**src/mocs_pkg.sv**
```systemverilog
/*
  Package for the option and clock setup block: register offsets, field
  positions, reset values, option encodings and carrier structs.
  Assumes a 32-bit APB master and a single 250 MHz core clock.
*/
package mocs_pkg;

  // ****************************************************************
  // Register map (byte addresses)
  // ****************************************************************
  localparam logic [7:0] OFS_OPTION     = 8'h00;
  localparam logic [7:0] OFS_CLOCK_MODE = 8'h04;
  localparam logic [7:0] OFS_CRYSTAL    = 8'h08;
  localparam logic [7:0] OFS_PWM_CTRL   = 8'h0C;
  localparam logic [7:0] OFS_TIMER_CTRL = 8'h10;
  localparam logic [7:0] OFS_TIMER_SCAL = 8'h14;
  localparam logic [7:0] OFS_PORT_DIR   = 8'h18;
  localparam logic [7:0] OFS_DIG_IN_EN  = 8'h1C;
  localparam logic [7:0] OFS_INT_EN     = 8'h20;
  localparam logic [7:0] OFS_INT_REQ    = 8'h24;
  localparam logic [7:0] OFS_CPU_CTRL   = 8'h28;
  localparam logic [7:0] OFS_STATUS     = 8'h2C;
  localparam logic [7:0] OFS_COMP_CTRL  = 8'h30;

  // ****************************************************************
  // Field positions
  // ****************************************************************
  localparam int CMODE_RST_PIN_BIT  = 0;
  localparam int CMODE_SLOW_EN_BIT  = 2;
  localparam int CMODE_SEL_LSB      = 5;
  localparam int CMODE_SEL_MSB      = 7;
  localparam int XTAL_RANGE_LSB     = 5;
  localparam int XTAL_RANGE_MSB     = 6;
  localparam int XTAL_EN_BIT        = 7;
  localparam int PWM_CLK_EN_BIT     = 0;
  localparam int TMR_SRC_LSB        = 4;
  localparam int TMR_SRC_MSB        = 7;
  localparam int TMR_LOWRES_BIT     = 7;
  localparam int COMP_GATE_BIT      = 6;
  localparam int CPU_ENTER_ISR_BIT  = 0;
  localparam int CPU_RETI_BIT       = 1;
  localparam int CPU_GIE_SET_BIT    = 2;
  localparam int CPU_GIE_CLR_BIT    = 3;
  localparam int PA_PIN_FIVE        = 5;

  // ****************************************************************
  // Encodings and reset values
  // ****************************************************************
  localparam logic [3:0] TMR_SRC_FAST   = 4'h2;
  localparam logic [1:0] XTAL_LOW       = 2'h1;
  localparam logic [1:0] XTAL_MID       = 2'h2;
  localparam logic [1:0] XTAL_HIGH      = 2'h3;
  localparam logic [7:0] CMODE_RESET    = 8'hF4;
  localparam logic [7:0] BYTE_ZERO      = 8'h00;
  localparam int         FAST_OSC_MHZ   = 16;
  localparam int         PWM_CHANNELS   = 3;
  localparam int         TIMER_CHANNELS = 2;

  typedef enum logic [1:0] {
    MOCS_EDGE_ALL     = 2'b00,
    MOCS_EDGE_RISING  = 2'b01,
    MOCS_EDGE_FALLING = 2'b10
  } mocs_edge_t;

  typedef struct packed {
    logic       read_protect;
    logic       pwm_double;
    logic       comp_gates_pwm;
    logic       int0_alt_pin;
    logic       int1_alt_pin;
    mocs_edge_t comp_edge;
    logic       timer_double;
    logic       timer_7bit;
  } mocs_option_t;

  typedef struct packed {
    logic       on;
    logic [1:0] range;
  } mocs_xtal_t;

endpackage : mocs_pkg

```
**src/mocs_top.sv**
```systemverilog
/*
  Option loader and clock setup for a small 8-bit controller core, as an
  APB slave. Holds the code options, clock mode, crystal, interrupt and
  pin-role configuration and derives the steering outputs from them.
  Assumes options arrive from nonvolatile memory while rstn is low, and
  that pins and comparator result are synchronous to core_clk.
*/
// What this block does
// - Read protection set refuses program readback; cleared allows it.
// - Enabled PWM generators clock from fast oscillator, 16 or doubled 32MHz.
// - Gating option off keeps comparator and PWM independent; on, comparator gates.
// - Interrupt bit 0 comes from port A pin 0 or port B pin 5.
// - Interrupt bit 1 comes from port B pin 0 or port A pin 4.
// - Default comparator edge option interrupts on both edges.
// - Single-polarity option interrupts on rising only or falling only.
// - Timer source nibble 0010 picks fast oscillator, 16 or 32MHz.
// - Timer scaler bit 7 gives 6-bit PWM, or 7-bit by option.
// - Port A pin five is open drain; never driven high.
// - Pin five as input with clock mode bit 0 becomes external reset.
// - Port A input pin with digital-input enable bit set may wake the device; port B wake enables copy port A's.
// - Crystal range field: 01 low, 10 mid, 11 high frequency.
// - Crystal control bit 7 starts the crystal; cleared keeps it off.
// - No crystal-stable check on switch; software waits before selecting.
// - Clearing clock mode bit 2 after switching stops the slow oscillator.
// - Entering service clears global interrupt enable.
// - Return from interrupt restores global interrupt enable.
// - Interrupt enable and request are undefined after reset; software writes both.
// - Watchdog stops and cannot reset while slow oscillator is off.
// - Gating on forces PWM outputs low while comparator control bit 6 is 1.
module mocs_top #(
  parameter  int PA_WIDTH  = 8,
  parameter  int PB_WIDTH  = 8,
  localparam int PWM_RAW_W = mocs_pkg::PWM_CHANNELS + mocs_pkg::TIMER_CHANNELS
) (
  input  wire logic                  core_clk,
  input  wire logic                  rstn,
  input  wire logic [31:0]           paddr,
  input  wire logic                  psel,
  input  wire logic                  penable,
  input  wire logic                  pwrite,
  input  wire logic [31:0]           pwdata,
  input  wire logic [3:0]            pstrb,
  output logic      [31:0]           prdata,
  output logic                       pready,
  output logic                       pslverr,
  input  wire mocs_pkg::mocs_option_t option_nvm,
  input  wire logic                  prog_read_req,
  input  wire logic [15:0]           prog_word_in,
  output logic      [15:0]           prog_word_out,
  input  wire logic [PA_WIDTH-1:0]   port_a_in,
  input  wire logic [PB_WIDTH-1:0]   port_b_in,
  input  wire logic                  pin5_out_low,
  input  wire logic                  comparator_out,
  input  wire logic [PWM_RAW_W-1:0]  pwm_raw,
  output logic      [PWM_RAW_W-1:0]  pwm_out,
  output logic                       port_a_pin_five_o,
  output logic                       port_a_pin_five_oe,
  output logic                       external_reset,
  output logic [PA_WIDTH-1:0]        wake_a_en,
  output logic [PB_WIDTH-1:0]        wake_b_en,
  output logic [1:0]                 ext_int_req,
  output logic                       comp_int_req,
  output logic                       global_int_en,
  output logic [2:0]                 pwm_clk_en,
  output logic [2:0]                 pwm_clk_double,
  output logic [1:0]                 timer_clk_fast,
  output logic [1:0]                 timer_clk_double,
  output logic [1:0]                 timer_pwm_7bit,
  output logic [1:0]                 timer_pwm_lowres,
  output mocs_pkg::mocs_xtal_t       xtal_ctrl,
  output logic                       slow_osc_en,
  output logic [2:0]                 sys_clk_sel,
  output logic                       watchdog_run
);
  // ****************************************************************
  // Registers
  // ****************************************************************
  mocs_pkg::mocs_option_t opt_q;
  logic                   opt_loaded_q;
  logic [7:0] cmode_q, cmode_d;
  logic [7:0] xtal_q, pwmc_q, tmrc_q, tscal_q, comp_q;
  logic [PA_WIDTH-1:0] pa_dir_q, pa_die_q;
  logic [7:0] inten_q, intrq_q, intrq_d;
  logic       gie_q, gie_d;
  logic       comp_prev_q;
  logic [1:0] pin_prev_q;
  logic       access_q;

  // ****************************************************************
  // Bus decode
  // ****************************************************************
  wire        setup_ph  = psel & ~penable;
  wire        access_ph = psel & penable & access_q;
  wire        wr_en     = access_ph & pwrite & pstrb[0];
  wire [7:0]  addr      = paddr[7:0];
  wire        hit_cmode = addr == mocs_pkg::OFS_CLOCK_MODE;
  wire        hit_xtal  = addr == mocs_pkg::OFS_CRYSTAL;
  wire        hit_pwmc  = addr == mocs_pkg::OFS_PWM_CTRL;
  wire        hit_tmrc  = addr == mocs_pkg::OFS_TIMER_CTRL;
  wire        hit_tscal = addr == mocs_pkg::OFS_TIMER_SCAL;
  wire        hit_pdir  = addr == mocs_pkg::OFS_PORT_DIR;
  wire        hit_die   = addr == mocs_pkg::OFS_DIG_IN_EN;
  wire        hit_inten = addr == mocs_pkg::OFS_INT_EN;
  wire        hit_intrq = addr == mocs_pkg::OFS_INT_REQ;
  wire        hit_cpu   = addr == mocs_pkg::OFS_CPU_CTRL;
  wire        hit_comp  = addr == mocs_pkg::OFS_COMP_CTRL;
  wire        hit_ro    = (addr == mocs_pkg::OFS_OPTION) | (addr == mocs_pkg::OFS_STATUS);
  wire        mapped    = hit_cmode | hit_xtal | hit_pwmc | hit_tmrc | hit_tscal | hit_pdir |
                          hit_die | hit_inten | hit_intrq | hit_cpu | hit_comp | hit_ro;
  wire        aligned   = paddr[1:0] == 2'h0;
  // Options are read-only; a write there is an error
  wire        bad       = ~mapped | ~aligned | (pwrite & hit_ro);
  wire [7:0]  wbyte     = pwdata[7:0];

  // ****************************************************************
  // Event detection
  // ****************************************************************
  wire [1:0] pin_now = {opt_q.int1_alt_pin ? port_a_in[4] : port_b_in[0],
                        opt_q.int0_alt_pin ? port_b_in[5] : port_a_in[0]};
  wire       comp_rise = comparator_out & ~comp_prev_q;
  wire       comp_fall = ~comparator_out & comp_prev_q;
  logic      comp_evt;
  always_comb begin
    case (opt_q.comp_edge)
      mocs_pkg::MOCS_EDGE_ALL:     comp_evt = comparator_out ^ comp_prev_q;
      mocs_pkg::MOCS_EDGE_RISING:  comp_evt = comp_rise;
      mocs_pkg::MOCS_EDGE_FALLING: comp_evt = comp_fall;
      default:                     comp_evt = comparator_out ^ comp_prev_q;
    endcase
  end
  wire [1:0] pin_evt = pin_now & ~pin_prev_q;
  wire [7:0] evt_vec = {5'h00, comp_evt, pin_evt};

  // ****************************************************************
  // Interrupt request, global enable and clock mode next values
  // ****************************************************************
  wire enter_isr = wr_en & hit_cpu & wbyte[mocs_pkg::CPU_ENTER_ISR_BIT];
  wire do_reti   = wr_en & hit_cpu & wbyte[mocs_pkg::CPU_RETI_BIT];
  wire gie_set   = wr_en & hit_cpu & wbyte[mocs_pkg::CPU_GIE_SET_BIT];
  wire gie_clr   = wr_en & hit_cpu & wbyte[mocs_pkg::CPU_GIE_CLR_BIT];
  always_comb begin
    intrq_d = intrq_q;
    if (wr_en & hit_intrq) begin
      intrq_d = wbyte;
    end
    // A new event beats a software clear in the same cycle
    intrq_d = intrq_d | evt_vec;
    gie_d = gie_q;
    if (gie_set | do_reti) begin
      gie_d = 1'b1;
    end
    if (gie_clr | enter_isr) begin
      gie_d = 1'b0;
    end
    cmode_d = cmode_q;
    // No stability check: the selection is taken as written
    if (wr_en & hit_cmode) begin
      cmode_d = wbyte;
    end
  end

  // ****************************************************************
  // Read mux
  // ****************************************************************
  wire [7:0] opt_byte  = {opt_q.read_protect, opt_q.pwm_double, opt_q.comp_gates_pwm,
                          opt_q.int0_alt_pin, opt_q.int1_alt_pin, opt_q.comp_edge[0],
                          opt_q.timer_double, opt_q.timer_7bit};
  wire [7:0] stat_byte = {4'h0, opt_q.comp_edge[1], watchdog_run, gie_q, external_reset};
  wire [7:0] rd_byte   =
      hit_cmode ? cmode_q :
      hit_xtal  ? xtal_q  :
      hit_pwmc  ? pwmc_q  :
      hit_tmrc  ? tmrc_q  :
      hit_tscal ? tscal_q :
      hit_pdir  ? pa_dir_q[7:0] :
      hit_die   ? pa_die_q[7:0] :
      hit_inten ? inten_q :
      hit_intrq ? intrq_q :
      hit_comp  ? comp_q  :
      (addr == mocs_pkg::OFS_OPTION) ? opt_byte :
      (addr == mocs_pkg::OFS_STATUS) ? stat_byte : mocs_pkg::BYTE_ZERO;

  // ****************************************************************
  // Derived steering
  // ****************************************************************
  wire       slow_on   = cmode_q[mocs_pkg::CMODE_SLOW_EN_BIT];
  wire       pin5_in   = ~pa_dir_q[mocs_pkg::PA_PIN_FIVE];
  // Reset role only when pin is an input and the enable bit is set
  wire       ext_rst_d = pin5_in & cmode_q[mocs_pkg::CMODE_RST_PIN_BIT] &
                         ~port_a_in[mocs_pkg::PA_PIN_FIVE];
  wire       gate_on   = opt_q.comp_gates_pwm & comp_q[mocs_pkg::COMP_GATE_BIT];
  wire       tmr_fast  = tmrc_q[mocs_pkg::TMR_SRC_MSB:mocs_pkg::TMR_SRC_LSB] ==
                         mocs_pkg::TMR_SRC_FAST;
  wire       lowres    = tscal_q[mocs_pkg::TMR_LOWRES_BIT];
  wire [PA_WIDTH-1:0] wake_a_d = ~pa_dir_q & pa_die_q;
  mocs_pkg::mocs_xtal_t xtal_d;
  assign xtal_d.on    = xtal_q[mocs_pkg::XTAL_EN_BIT];
  assign xtal_d.range = xtal_q[mocs_pkg::XTAL_RANGE_MSB:mocs_pkg::XTAL_RANGE_LSB];

  // ****************************************************************
  // Clocked state
  // ****************************************************************
  always_ff @(posedge core_clk) begin
    if (!rstn) begin
      access_q     <= 1'b0;
      cmode_q      <= mocs_pkg::CMODE_RESET;
      xtal_q       <= mocs_pkg::BYTE_ZERO;
      pwmc_q       <= mocs_pkg::BYTE_ZERO;
      tmrc_q       <= mocs_pkg::BYTE_ZERO;
      tscal_q      <= mocs_pkg::BYTE_ZERO;
      comp_q       <= mocs_pkg::BYTE_ZERO;
      pa_dir_q     <= '0;
      pa_die_q     <= '0;
      gie_q        <= 1'b0;
    end else begin
      access_q <= setup_ph;
      cmode_q  <= cmode_d;
      gie_q    <= gie_d;
      if (wr_en & ~bad) begin
        if (hit_xtal)  xtal_q   <= wbyte;
        if (hit_pwmc)  pwmc_q   <= wbyte;
        if (hit_tmrc)  tmrc_q   <= wbyte;
        if (hit_tscal) tscal_q  <= wbyte;
        if (hit_comp)  comp_q   <= wbyte;
        if (hit_pdir)  pa_dir_q <= wbyte[PA_WIDTH-1:0];
        if (hit_die)   pa_die_q <= wbyte[PA_WIDTH-1:0];
      end
    end
  end

  // Options captured while reset is held, frozen after release
  always_ff @(posedge core_clk) begin
    if (!opt_loaded_q) begin
      opt_q <= option_nvm;
    end
    // Cleared by every reset so a later reset reloads the options
    opt_loaded_q <= rstn;
  end

  // Interrupt enable and request deliberately have no reset value
  always_ff @(posedge core_clk) begin
    intrq_q <= intrq_d;
    if (wr_en & hit_inten) begin
      inten_q <= wbyte;
    end
    comp_prev_q <= comparator_out;
    pin_prev_q  <= pin_now;
  end

  always_ff @(posedge core_clk) begin
    if (!rstn) begin
      prdata             <= '0;
      pready             <= 1'b0;
      pslverr            <= 1'b0;
      prog_word_out      <= '0;
      pwm_out            <= '0;
      port_a_pin_five_o  <= 1'b0;
      port_a_pin_five_oe <= 1'b0;
      external_reset     <= 1'b0;
      wake_a_en          <= '0;
      wake_b_en          <= '0;
      ext_int_req        <= '0;
      comp_int_req       <= 1'b0;
      global_int_en      <= 1'b0;
      pwm_clk_en         <= '0;
      pwm_clk_double     <= '0;
      timer_clk_fast     <= '0;
      timer_clk_double   <= '0;
      timer_pwm_7bit     <= '0;
      timer_pwm_lowres   <= '0;
      xtal_ctrl          <= '0;
      slow_osc_en        <= 1'b1;
      sys_clk_sel        <= '0;
      watchdog_run       <= 1'b0;
    end else begin
      pready  <= setup_ph;
      pslverr <= setup_ph & bad;
      prdata  <= {24'h000000, rd_byte};
      prog_word_out <= (prog_read_req & ~opt_q.read_protect) ? prog_word_in : 16'h0000;
      pwm_out <= gate_on ? '0 : pwm_raw;
      port_a_pin_five_o  <= 1'b0;
      port_a_pin_five_oe <= ~pin5_in & pin5_out_low;
      external_reset     <= ext_rst_d;
      wake_a_en          <= wake_a_d;
      wake_b_en          <= {PB_WIDTH{1'b0}} | PB_WIDTH'(wake_a_d);
      ext_int_req        <= intrq_q[1:0] & inten_q[1:0];
      comp_int_req       <= intrq_q[2] & inten_q[2];
      global_int_en      <= gie_q;
      for (int i = 0; i < mocs_pkg::PWM_CHANNELS; i++) begin
        pwm_clk_en[i]     <= pwmc_q[i];
        pwm_clk_double[i] <= pwmc_q[i] & opt_q.pwm_double;
      end
      for (int i = 0; i < mocs_pkg::TIMER_CHANNELS; i++) begin
        timer_clk_fast[i]   <= tmr_fast;
        timer_clk_double[i] <= tmr_fast & opt_q.timer_double;
        timer_pwm_lowres[i] <= lowres;
        timer_pwm_7bit[i]   <= lowres & opt_q.timer_7bit;
      end
      xtal_ctrl    <= xtal_d;
      slow_osc_en  <= slow_on;
      sys_clk_sel  <= cmode_q[mocs_pkg::CMODE_SEL_MSB:mocs_pkg::CMODE_SEL_LSB];
      watchdog_run <= slow_on;
    end
  end

endmodule : mocs_top

```
**config.mk**
```make
export PLATFORM = sky130hd
export DESIGN_NAME = mocs_top
export DESIGN_NICKNAME = d
export VERILOG_FILES = /design/src/mocs_pkg.sv /design/src/mocs_top.sv
export SDC_FILE = /design/constraint.sdc
export NUM_CORES = 1
export LEC_CHECK = 0
export BUFFER_PORTS_ARGS = -buffer_cell sky130_fd_sc_hd__buf_2
export CAP_MARGIN = 10
export CORE_UTILIZATION = 50
export DETAILED_ROUTE_END_ITERATION = 16
export PLACE_DENSITY = 0.9
export SKIP_LAST_GASP = 1
export SYNTH_ARGS = -nofsm -noshare
export SYNTH_HDL_FRONTEND = slang
export SYNTH_SLANG_ARGS = --single-unit
```
**constraint.sdc**
```tcl
create_clock -name core_clk -period 3.9 [get_ports core_clk]
set_input_delay 0.78 -clock core_clk [delete_from_list [all_inputs] [get_ports core_clk]]
set_output_delay 0.78 -clock core_clk [all_outputs]
set_load 0.03 [all_outputs]
```
# Word level (Yosys, flattened, before mapping)
# Index checks and enable logic that the tools add are counted.
[classes]
eq_ne = 15
muxes = 16
n_bitwise = 62
reduce_logical = 12
[op_table]
columns = ["op", "n"]
rows = [
  ["2-to-1 mux 8 bit", 12],
  ["== test 8 x 6 -> 1 bit, second input constant", 5],
  ["== test 8 x 5 -> 1 bit, second input constant", 4],
  ["bitwise AND 1 bit", 29],
  ["== test 8 x 4 -> 1 bit, second input constant", 2],
  ["bitwise OR 1 bit", 16],
  ["AND reduction 2 bit", 8],
  ["inverter 1 bit", 10],
  ["bitwise AND 8 bit", 1],
  ["== test 8 x 3 -> 1 bit, second input constant", 1],
  ["zero test 8 bit", 1],
  ["inverter 8 bit", 1],
  ["bitwise OR 8 x 3 -> 8 bit", 1],
  ["bitwise AND 2 bit", 2],
  ["== test 4 x 2 -> 1 bit, second input constant", 1],
  ["2-to-1 mux 4 bit", 1],
  ["OR reduction 2 bit", 2],
  ["== test 2 x 1 -> 1 bit, second input constant", 1],
  ["== test 2 bit, second input constant", 1],
  ["zero test 2 bit", 1],
  ["2-to-1 mux 1 bit", 2],
  ["inverter 2 bit", 1],
  ["one-hot mux 1 bit (2 select lines)", 1],
  ["XOR 1 bit", 1],
]
[word_totals]
reg_bits = 181
inputBits = 122
out_inout_bits = 100
wordCells = 150

# Logic depth before layout (Yosys ltp)
# Gate-level depths: netlist of the first run.
[logic_depth]
depth_word = 18
depth_mapped = 8
depth_no_buf = 6

# Least setup slack after synthesis of the first run
# Ideal clock, no wire load.
[synth_timing]
kind = "input to register"
start = "input port paddr[7]"
end = "register comp_q[2]"
setup_time_ps = 116
arrival_ps = 2212
slack_ps = 1571
path_stages = 7
n_path_buf = 2
path_cell_list = "or2_2 -> clkbuf_1 -> nor4_1 -> and2b_1 -> buf_4 -> mux2i_1 -> nor2b_1"
[synth_via]
elab_chain_cells = 18
elab_cells_between_ends = 32
cone_classes = "eq/ne (12); bitwise (18); reduce/logical (2)"
[synth_rtl]
columns = ["item", "line", "text"]
rows = [
  ["from (decl)", "mocs_top.sv:37", "input wire logic [31:0] paddr,"],
  ["== test 8 x 3 -> 1 bit or == test 8 x 4 -> 1 bit (tied branches)", "mocs_top.sv:96, mocs_top.sv:97", ""],
  ["bitwise OR 1 bit (6 in series)", "mocs_top.sv:108", "wire mapped = hit_cmode | hit_xtal | hit_pwmc | hit_tmrc | hit_tscal | hit_pdir |"],
  ["bitwise OR 1 bit (5 in series)", "mocs_top.sv:109", "hit_die | hit_inten | hit_intrq | hit_cpu | hit_comp | hit_ro;"],
  ["inverter 1 bit", "mocs_top.sv:112", "wire bad = ~mapped | ~aligned | (pwrite & hit_ro);"],
  ["bitwise OR 1 bit (2 in series)", "mocs_top.sv:112", ""],
  ["inverter 1 bit", "mocs_top.sv:219", "if (wr_en & ~bad) begin"],
  ["bitwise AND 1 bit", "mocs_top.sv:219", ""],
  ["AND reduction 2 bit (no source line) (*)", "--", ""],
  ["to (signal assigned)", "mocs_top.sv:211", "comp_q <= mocs_pkg::BYTE_ZERO;"],
  ["to (signal assigned)", "mocs_top.sv:224", "if (hit_comp) comp_q <= wbyte;"],
  ["to (decl)", "mocs_top.sv:81", "logic [7:0] xtal_q, pwmc_q, tmrc_q, tscal_q, comp_q;"],
]
# Mark *: on every way between the ends. The rest lies on a longest branch, timed or not.
# A chain may end at the register's enable or synchronous reset.

# Worst setup path after layout of the first run
[layout_timing]
start = "input port paddr[2]"
end = "register cmode_q[0]"
[layout_via]
elab_chain_cells = 2
[layout_rtl]
columns = ["item", "line", "text"]
rows = [
  ["== test 8 x 3 -> 1 bit", "mocs_top.sv:96", "wire hit_cmode = addr == mocs_pkg::OFS_CLOCK_MODE;"],
  ["bitwise AND 1 bit", "mocs_top.sv:157", "if (wr_en & hit_cmode) begin"],
  ["to (signal assigned)", "mocs_top.sv:206", "cmode_q <= mocs_pkg::CMODE_RESET;"],
  ["to (signal assigned)", "mocs_top.sv:217", "cmode_q <= cmode_d;"],
  ["to (decl)", "mocs_top.sv:80", "logic [7:0] cmode_q, cmode_d;"],
]
# No other way between the ends.

==> impl_metrics.env, run 1 <==
export IMPL_status="complete, no violations"
export IMPL_worstSkewPairLatency_ns=0.43
export IMPL_critPathLaunchType="input port"
export IMPL_ir_drop_uv=345
export IMPL_cts_resized=0
export IMPL_synthArstFlopShare_pct=0
export IMPL_grt_pass1_wl_um=25800
export IMPL_power_mw=3.53
export IMPL_cp_depth=7
export IMPL_worstPathRequired_ns=4.23
export IMPL_core_sq_mm=0.0128
export IMPL_path_buf_inv=2
export IMPL_cp_end_kind="register"
export IMPL_final_setup_skew_ns=0.00804
export IMPL_cts_sinks=157
export IMPL_diodes=0
export IMPL_drt_iter0_drc=569
export IMPL_yosys_most_used_dff="dfxtp_1"
export IMPL_design_area_sq_mm=0.00785
export IMPL_slew_viol_final=0
export IMPL_die_x_um=117
export IMPL_finalHoldViolCount=0
export IMPL_finalCritPeriodShare_pct=66.4
export IMPL_synth_distinct_cells=69
export IMPL_yosysSeqAreaShare_pct=50.7
export IMPL_dp_worst_setup_slack_ns=0.954
export IMPL_cpPeakStageDelay_ns=0.54
export IMPL_fill_cells=1089
export IMPL_grt_pass1_vias=4826
export IMPL_worstPathCellList="buf_2, inv_1, nor3_1, nand2_1, nor2_1, nand2_1, a21boi_0"
export IMPL_clk_pin_slew_worst_paths_ns=0.06
export IMPL_dp_cells=918
export IMPL_drcViolationCount=0
export IMPL_avgViaCountPerCell=5.53
export IMPL_postCtsHoldBufs=0
export IMPL_power_density_mw_per_mm2=450
export IMPL_setup_ws_ns=1.31
export IMPL_synthCells=655
export IMPL_die_h_um=117
export IMPL_grt_overflow=0
export IMPL_track_usage_pct=25.6
export IMPL_fmax_ghz=0.386
export IMPL_hold_path_class="register to register"
export IMPL_maxCapViolations=0
export IMPL_ys_ff_latch=157
export IMPL_path_delay_family="simple AND/OR/NAND/NOR gates"
export IMPL_cp_max_fo=16
export IMPL_routed_wirelength_um=16600
export IMPL_dp_hpwl_um=11700
export IMPL_reg2reg_depth=6
export IMPL_tightest_slew_ns=0.742
export IMPL_vias=5249
export IMPL_clock_path_buffers=2
export IMPL_cts_setup_buffers=0
export IMPL_htree_levels=4
export IMPL_timing_hold_ws_ns=0.461
export IMPL_setup_tns_ns=0
export IMPL_antenna_found_initial=0
export IMPL_avgSynthCellArea_sq_um=10.1
export IMPL_grt_max_degree=47
export IMPL_cts_buffers=17
export IMPL_rows=41
export IMPL_io_pins=222
export IMPL_synthesis_area_sq_mm=0.00664
export IMPL_critPathKind="input port to register"
export IMPL_synth_edf_count=22
export IMPL_cp_common_cell="nand2_1"
export IMPL_power_clock_fraction_pct=46.2
export IMPL_p_int_mw=2.70
export IMPL_place_area_sq_mm=0.00725
export IMPL_seqPwrFrac_pct=47.3
export IMPL_root_buffer="clkbuf_16"
export IMPL_wl_per_cell_um=17.4
export IMPL_whs_path_depth=2
export IMPL_power_leakage_nw=3.26
export IMPL_slew_limit_headroom_pct=50.3
export IMPL_nets=891
export IMPL_stdcell_count=950
export IMPL_swShare_pct=23.6
export IMPL_die_area_sq_mm=0.0137
export IMPL_combinationalPowerShare_pct=6.6
export IMPL_port_buffers=134
export IMPL_syn_to_final_growth_pct=18.2
export IMPL_ant_nets=0
export IMPL_tritoncts="yes"
export IMPL_switching_power_mw=0.832
export IMPL_final_util_pct=61.4
export IMPL_rsz0062_at_grt="no"
export IMPL_crit_path_top_delay_cell="nor2_1"
export IMPL_yosys_warnings=0
export IMPL_drive_above_1_share_pct=24.9
export IMPL_setup_viol=0
export IMPL_initial_core_util_pct=52.0
export IMPL_min_period_ns=2.59
export IMPL_drt_pass1_iter_count=7
export IMPL_place_gp_congestion=0.967
export IMPL_worstPathArrival_ns=2.92
[state kept, by name, summed over array words and instances, names as in the netlist, 2 cells and up]
register / count
prog_word_out: 16
xtal_q: 8
sys_clk_sel: 3
tscal_q: 8
pa_dir_q: 8
cmode_q: 8
pin_prev_q: 2
inten_q: 8
xtal_ctrl: 3
pwmc_q: 8
tmrc_q: 8
opt_byte: 8
pwm_out: 5
intrq_q: 8
ext_int_req: 2
pwm_clk_double: 3
pwm_clk_en: 3
prdata: 8
comp_q: 8
wake_b_en: 8
pa_die_q: 8
[cell usage in the layout (no fill, tap or decap), drive strengths merged, types with 3 or more instances in the layout]
cell type	count
o22ai	6
clkbuf	21
ha	4
nand3	11
nor4	5
a21boi	11
a21oi	14
and3b	10
edfxtp	22
nor2b	52
dfxtp	135
and3	12
conb	25
or4b	3
o21ai	39
nor3	8
and2	34
o221ai	3
clkinv	7
buf	144
inv	11
nand2	49
nor4b	3
a211oi	3
or2	3
a31oi	5
nor2	26
a22oi	5
mux2i	55
nand2b	8
[worst register-to-register path, delay by kind of cell, from the launching register on]
| family | cells | cell delay (ns) |
|---|---|---|
| flops | 1 | 0.35 |
| simple gates | 1 | 0.45 |
| compound gates | 5 | 1.38 |
[cell usage after synthesis (3+ instances only)]
master,instances,area (sq um)
and2_1,34,213
buf_2,6,30.0
nor2_1,22,82.6
clkbuf_1,30,113
inv_1,9,33.8
a21oi_1,14,70.1
a211oi_1,3,22.5
nor3_4,4,65.1
o22ai_1,6,37.5
ha_1,4,50.1
and3_1,12,75.1
nand3_1,11,55.1
buf_1,3,11.3
nor2_4,3,33.8
a31oi_1,5,31.3
a22oi_1,5,37.5
a21boi_0,11,82.6
dfxtp_1,135,2700
nor2b_1,52,325
mux2i_1,55,551
nand2_1,49,184
or4b_1,3,30.0
nand2b_1,8,50.1
or2_2,3,18.8
o21ai_0,37,185
nor3_1,3,15.0
o221ai_1,3,26.3
nor4_1,5,31.3
buf_4,38,285
edfxtp_1,22,661
and3b_1,10,87.6
[logic make-up (layout without fill, tap and decap cells)]
| kind of cell | Yosys count | in the layout | share of synthesized area [%] |
|---|---|---|---|
| AND/OR/NAND/NOR | 234 | 234 | 21.1 |
| flip-flops | 157 | 157 | 50.7 |
| AO/OA/AOI/OAI | 116 | 116 | 11.7 |
| buffers and inverters | 86 | 185 | 7.13 |
| multiplexers | 57 | 57 | 8.63 |
| adder cells (fa/ha/maj) | 4 | 4 | 0.754 |
| other | 1 | 25 | 0.0565 |
[layout make-up]
cell class                      count  area, sq um  area share (%)
Clock buffer                       21          492            6.27
Clock inverter                     11          106            1.36
Inverter                            9         33.8           0.430
Multi-Input combinational cell    436         2890            36.8
Sequential cell                   157         3360            42.9
Tap cell                          172          215            2.74
Timing Repair Buffer              144          746            9.50
[routing by layer]
layer | vias up | part of all wire (%) | global-route usage [%]
met4 | 0 | 2.5 | 10.1
li1 | 2454 | - | -
met3 | 39 | 12 | 9.27
met5 | - | 0 | 0
met2 | 351 | 45 | 39.4
met1 | 2405 | 40 | 32.9
[worst paths after layout]
path / from / to / slack [ns]
max reg2reg: opt_byte[1] / prdata[1] / 1.63
min reg2reg: pin_prev_q[0] / intrq_q[0] / 0.46
max: paddr[2] / cmode_q[0] / 1.31
min: pin_prev_q[0] / intrq_q[0] / 0.46
[power by group through the flow]
stage | clock network (mW) | logic [mW] | registers, mW
finish | 1.63 | 0.232 | 1.67
global route | 1.72 | 0.247 | 1.67
CTS | 1.65 | 0.229 | 1.67
detailed placement | 0 | 0.227 | 1.70
global placement | 0 | 0.224 | 1.70
floorplan | 0 | 0.143 | 1.73
No activity file was read; power rests on OpenSTA's default activity.
==> inputs of run 2 (changes only) <==
- ABC_AREA: unset -> 1
- CORE_UTILIZATION: 50 -> 46
- PLACE_DENSITY: 0.9 -> 0.87
- clock period: 3.9 -> 2.3 ns (I/O delays scaled with it)
==> run 2 against run 1 <==
Net effect:
- wire length shrank 1.3%
- clock power is 64% higher
- largest cell class unchanged
- final cell count is 29% higher
- largest power group unchanged
- sequential cell count is the same
- first-iteration DRC count rose by 4.0%
- via count rose by 9.9%
- cell area rose by 2.7%
- sequential power is 69% higher
- area after synthesis grew 2.3%
- worst setup slack worse by 0.94 ns
==> impl_metrics.env, run 2 <==
export IMPL_setup_tns_ns=0
export IMPL_power_density_mw_per_mm2=726
export IMPL_synthesis_area_sq_mm=0.00679
export IMPL_reg2reg_to="pa_dir_q[5]"
export IMPL_synthXorXnorAreaFrac_pct=0
export IMPL_io_pins=222
export IMPL_synthCells=896
export IMPL_finalCritPeriodShare_pct=83.9
export IMPL_ir_drop_uv=533
export IMPL_grtUsageMet2_pct=36.3
export IMPL_postCtsHoldBufs=0
export IMPL_place_gp_congestion=0.893
export IMPL_dp_cells=1191
export IMPL_setup_viol=0
export IMPL_layout_commonest_cell="nand2_1"
export IMPL_grt_met3_usage_pct=5.77
export IMPL_track_usage_pct=23.1
export IMPL_critPathKind="input port to register"
export IMPL_initial_core_util_pct=46.9
export IMPL_critical_path_startpoint="paddr[1]"
export IMPL_synthMuxAreaShare_pct=0
export IMPL_critPathLaunchType="input port"
export IMPL_core_sq_mm=0.0145
export IMPL_met1_usage_pct=29.4
export IMPL_grt_pass1_vias=5300
export IMPL_min_period_ns=1.93
export IMPL_cts_sinks=157
export IMPL_final_setup_skew_ns=0.00787
export IMPL_slew_limit_headroom_pct=59.7
export IMPL_cts_setup_buffers=0
export IMPL_vias=5770
export IMPL_tightest_slew_ns=0.602
export IMPL_ys_ff_latch=157
export IMPL_whs_path_depth=1
export IMPL_synth_area_leader_cell="dfxtp_1"
export IMPL_synth_edf_count=22
export IMPL_synth_distinct_cells=35
export IMPL_drive_above_1_share_pct=20.3
export IMPL_synthArstFlopShare_pct=0
export IMPL_cp_end_kind="register"
export IMPL_synth_top_area_share_pct=39.8
export IMPL_cts_resized=0
export IMPL_yosysSeqAreaShare_pct=49.5
export IMPL_tritoncts="yes"
export IMPL_rsz0062_at_grt="no"
export IMPL_yosys_most_used_dff="dfxtp_1"
export IMPL_drcViolationCount=0
export IMPL_r2r_setup_slack_ns=0.74
export IMPL_synth_common_cells="nand2_1, nor2_1, inv_1, dfxtp_1, buf_4"
export IMPL_grt_max_degree=89
export IMPL_drt_pass1_iter_count=5
export IMPL_yosys_warnings=0
export IMPL_worstPathRequired_ns=2.61
export IMPL_status="complete, no violations"
export IMPL_grt_pass1_wl_um=26300
export IMPL_htree_levels=4
export IMPL_setup_ws_ns=0.371
export IMPL_avgSynthCellArea_sq_um=7.58
export IMPL_finalHoldViolCount=0
export IMPL_yosysMostFrequentCell="nand2_1"
export IMPL_min_from="comparator_out"
export IMPL_whs_endpoint="comp_prev_q"
export IMPL_antenna_found_initial=0
export IMPL_worstSkewPairLatency_ns=0.42
export IMPL_power_mw=5.85
export IMPL_synthSimpleGateAreaFrac_pct=30.1
export IMPL_die_area_sq_mm=0.0153
export IMPL_final_cell_mix="nand2_1, nor2_1, inv_1"
export IMPL_dp_hpwl_um=11700
export IMPL_slew_viol_final=0
export IMPL_maxCapViolations=0
export IMPL_hold_path_class="input port to register"
export IMPL_synth_compound_gate_area_share_pct=5.12
export IMPL_stdcell_count=1223
export IMPL_syn_to_final_growth_pct=18.7
export IMPL_nets=1152
export IMPL_fmax_ghz=0.519
export IMPL_reg2reg_from="pready"
export IMPL_wl_per_cell_um=13.4
export IMPL_largest_reg_flops=16
export IMPL_cp_max_fo=16
export IMPL_clk_pin_slew_worst_paths_ns=0.06
export IMPL_dp_worst_setup_slack_ns=0.0597
export IMPL_cts_buffers=17
export IMPL_synthTopCellsByArea="dfxtp_1, nand2_1, nor2_1, edfxtp_1, inv_1"
export IMPL_worstPathArrival_ns=2.24
export IMPL_top_register="prog_word_out"
export IMPL_drt_iter0_drc=592
export IMPL_die_x_um=124
export IMPL_grt_overflow=0
export IMPL_diodes=0
export IMPL_avgViaCountPerCell=4.72
export IMPL_power_leakage_nw=4.41
export IMPL_die_h_um=124
export IMPL_ant_nets=0
export IMPL_port_buffers=134
export IMPL_rows=44
export IMPL_busiest_layer="met2"
export IMPL_clock_path_buffers=2
export IMPL_synth_top_family_by_area="simple AND/OR/NAND/NOR gates"
export IMPL_root_buffer="clkbuf_16"
export IMPL_synth_adder_area_share_pct=0.737
export IMPL_reg2reg_depth=5
export IMPL_routed_wirelength_um=16300
## run 2: how the worst max path moves through the flow
stage                              to  cells after the start
after floorplan            intrq_q[3]                      6
after global placement      comp_q[3]                     11
after detailed placement    pwmc_q[0]                     11
after CTS                 pa_dir_q[5]                     11
after global routing      pa_dir_q[5]                     12
final                     pa_dir_q[5]                     11
## run 2: area by class of cell
cell class | count | area, sq um
clock buffer | 20 | 458
clock inverter | 12 | 108
fill | 1296 | 6420
inverter | 141 | 529
multi-input combinational | 555 | 2540
sequential | 157 | 3360
tap | 184 | 230
timing repair buffer | 154 | 833
## run 2: power breakdown
group          switching [mW]  internal (mW)
clock                    1.12           1.56
combinational           0.252         0.0855
sequential             0.0152           2.81
total                    1.39           4.46
## run 2: per-layer routing
metal,vias to the layer above,part of all wire [%]
li1,2908,-
met1,2554,43
met2,268,45
met3,40,8.7
met4,0,3.7
met5,-,0
## run 2: cells by family after synthesis
family	count (synthesis)
simple gates	466
flops	157
buf+inv	208
other cells	1
compound gates	60
fa+ha+maj	4
## run 2: critical path: stages
cell	delay, ns
buf_2	0.12
nor2_4	0.18
nand2_1	0.18
nor2_4	0.32
nor2_1	0.09
nand2_1	0.09
nor2_2	0.06
nand2_8	0.15
nand4_4	0.23
nor2_1	0.25
nor2_1	0.09
## run 2: per-stage QoR
| step | util (%) | hold slack (ns) | area [sq um] |
|---|---|---|---|
| 3_5_place_dp | 51.8 | 0.418 | 7490 |
| 5_1_grt | 55.7 | 0.158 | 8060 |
| 4_1_cts | 55.7 | 0.152 | 8060 |
| 6_report | 55.7 | 0.170 | 8060 |
| 2_1_floorplan | - | 0.399 | 6880 |
| 3_3_place_gp | 51.8 | 0.418 | 7490 |
==> inputs of run 3 (changes only) <==
- CORE_UTILIZATION: 46 -> 50
- PLACE_DENSITY: 0.87 -> 0.9
- clock period: 2.3 -> 1.93 ns (I/O delays scaled with it)
==> run 3 against run 2 <==
Net effect:
- cell area rose by 2.3%
- count of clock-buffer cells in the layout rose by 3
- die area fell by 7.9%
- critical path depth rose by 1
- critical path type unchanged
- largest power group is now clock
==> impl_metrics.env, run 3 (synthesized netlist as in run 2, its figures left out) <==
export IMPL_grt_max_degree=64
export IMPL_postCtsHoldBufs=0
export IMPL_worstPathCellList="buf_2, nor2_1, nand2_1, nor2_1, nor2_1, nand2_1, nor2_1, nand2_8, nand4_4, nand2_1, nand2_1, nor2_1"
export IMPL_dp_cells=1197
export IMPL_initial_core_util_pct=51.3
export IMPL_track_usage_pct=24.8
export IMPL_htree_levels=4
export IMPL_tritoncts="yes"
export IMPL_antenna_found_initial=1
export IMPL_die_x_um=119
export IMPL_cp_end_kind="register"
export IMPL_cpPeakStageDelay_ns=0.27
export IMPL_stdcell_count=1230
export IMPL_crit_path_top_delay_cell="nor2_1"
export IMPL_ir_drop_uv=476
export IMPL_layout_commonest_cell="nand2_1"
export IMPL_largest_reg_flops=16
export IMPL_final_cell_mix="nand2_1, nor2_1, inv_1"
export IMPL_critical_path_startpoint="paddr[3]"
export IMPL_design_area_sq_mm=0.00824
export IMPL_cts_resized=0
export IMPL_nets=1166
export IMPL_syn_to_final_growth_pct=21.4
export IMPL_reg2reg_from="opt_byte[6]"
export IMPL_final_setup_skew_ns=0.00664
export IMPL_fmax_ghz=0.614
export IMPL_worstSkewPairLatency_ns=0.43
export IMPL_place_gp_congestion=0.929
export IMPL_cts_setup_buffers=0
export IMPL_critPathLaunchType="input port"
export IMPL_power_leakage_nw=4.51
export IMPL_avgViaCountPerCell=4.84
export IMPL_rows=42
export IMPL_top_register="prog_word_out"
export IMPL_final_util_pct=62.3
export IMPL_core_sq_mm=0.0132
export IMPL_rsz0062_at_grt="no"
export IMPL_cp_common_cell="nor2_1"
export IMPL_setup_viol=0
export IMPL_grt_overflow=0
export IMPL_drive_above_1_share_pct=21.4
export IMPL_setup_tns_ns=0
export IMPL_port_buffers=134
export IMPL_ant_nets=0
export IMPL_die_h_um=119
export IMPL_routed_wirelength_um=16700
export IMPL_finalHoldViolCount=0
export IMPL_drt_iter0_drc=623
export IMPL_clock_path_buffers=2
export IMPL_root_buffer="clkbuf_16"
export IMPL_place_area_sq_mm=0.00761
export IMPL_io_pins=222
export IMPL_die_area_sq_mm=0.0141
export IMPL_dp_hpwl_um=11800
export IMPL_status="complete, no violations"
export IMPL_slew_viol_final=0
export IMPL_grt_pass1_vias=5413
export IMPL_drcViolationCount=0
export IMPL_vias=5955
export IMPL_maxCapViolations=0
export IMPL_cts_sinks=157
export IMPL_min_period_ns=1.63
export IMPL_grt_pass1_wl_um=26700
export IMPL_clk_pin_slew_worst_paths_ns=0.06
export IMPL_finalCritPeriodShare_pct=84.4
export IMPL_cp_max_fo=16
export IMPL_power_density_mw_per_mm2=875
export IMPL_worstPathArrival_ns=1.94
export IMPL_min_from="comparator_out"
export IMPL_wl_per_cell_um=13.6
export IMPL_hold_path_class="input port to register"
export IMPL_power_mw=7.22
export IMPL_cts_buffers=17
export IMPL_drt_pass1_iter_count=5
export IMPL_worstPathRequired_ns=2.24
export IMPL_critPathKind="input port to register"
==> run 3: final timing paths <==
kind                            depth (start not counted)  slack (ns)            to
worst max-delay path                                   12        0.30     comp_q[6]
worst min-delay path                                    1        0.10   comp_prev_q
worst max register to register                          8        0.53     prdata[6]
worst min register to register                          1        0.42  wake_b_en[2]
==> run 3: area by class of cell <==
class                           count  area [sq um]
Antenna cell                        1          2.50
Clock buffer                       23           533
Clock inverter                      9          93.8
Fill cell                        1089          5000
Inverter                          141           529
Multi-Input combinational cell    555          2540
Sequential cell                   157          3360
Tap cell                          176           220
Timing Repair Buffer              168           963
==> run 3: through the flow <==
stage	hold WS, ns	worst slack [ns]
5_1_grt	0.0807	0.133
2_1_floorplan	0.399	0.0554
3_3_place_gp	0.409	-0.0248
4_1_cts	0.0935	0.332
3_5_place_dp	0.408	-0.0856
6_report	0.103	0.301
==> run 3: per-layer routing <==
layer	part of all wire (%)	GRT usage [%]
met5	0	0
met4	4.4	12.8
met3	11	8.98
met2	45	39.3
met1	39	29.4
==> run 3: critical path, delay by kind of cell <==
kind	cells	cell delay, ns
and+or+nand+nor	11	1.39
buffers and inverters	1	0.14
==> run 3: power breakdown <==
group          switching [mW]  internal (mW)  leakage [nW]
Clock                    1.34           2.10         0.301
Combinational           0.306          0.108          2.91
Sequential             0.0154           3.35          1.30
Total                    1.66           5.56          4.51
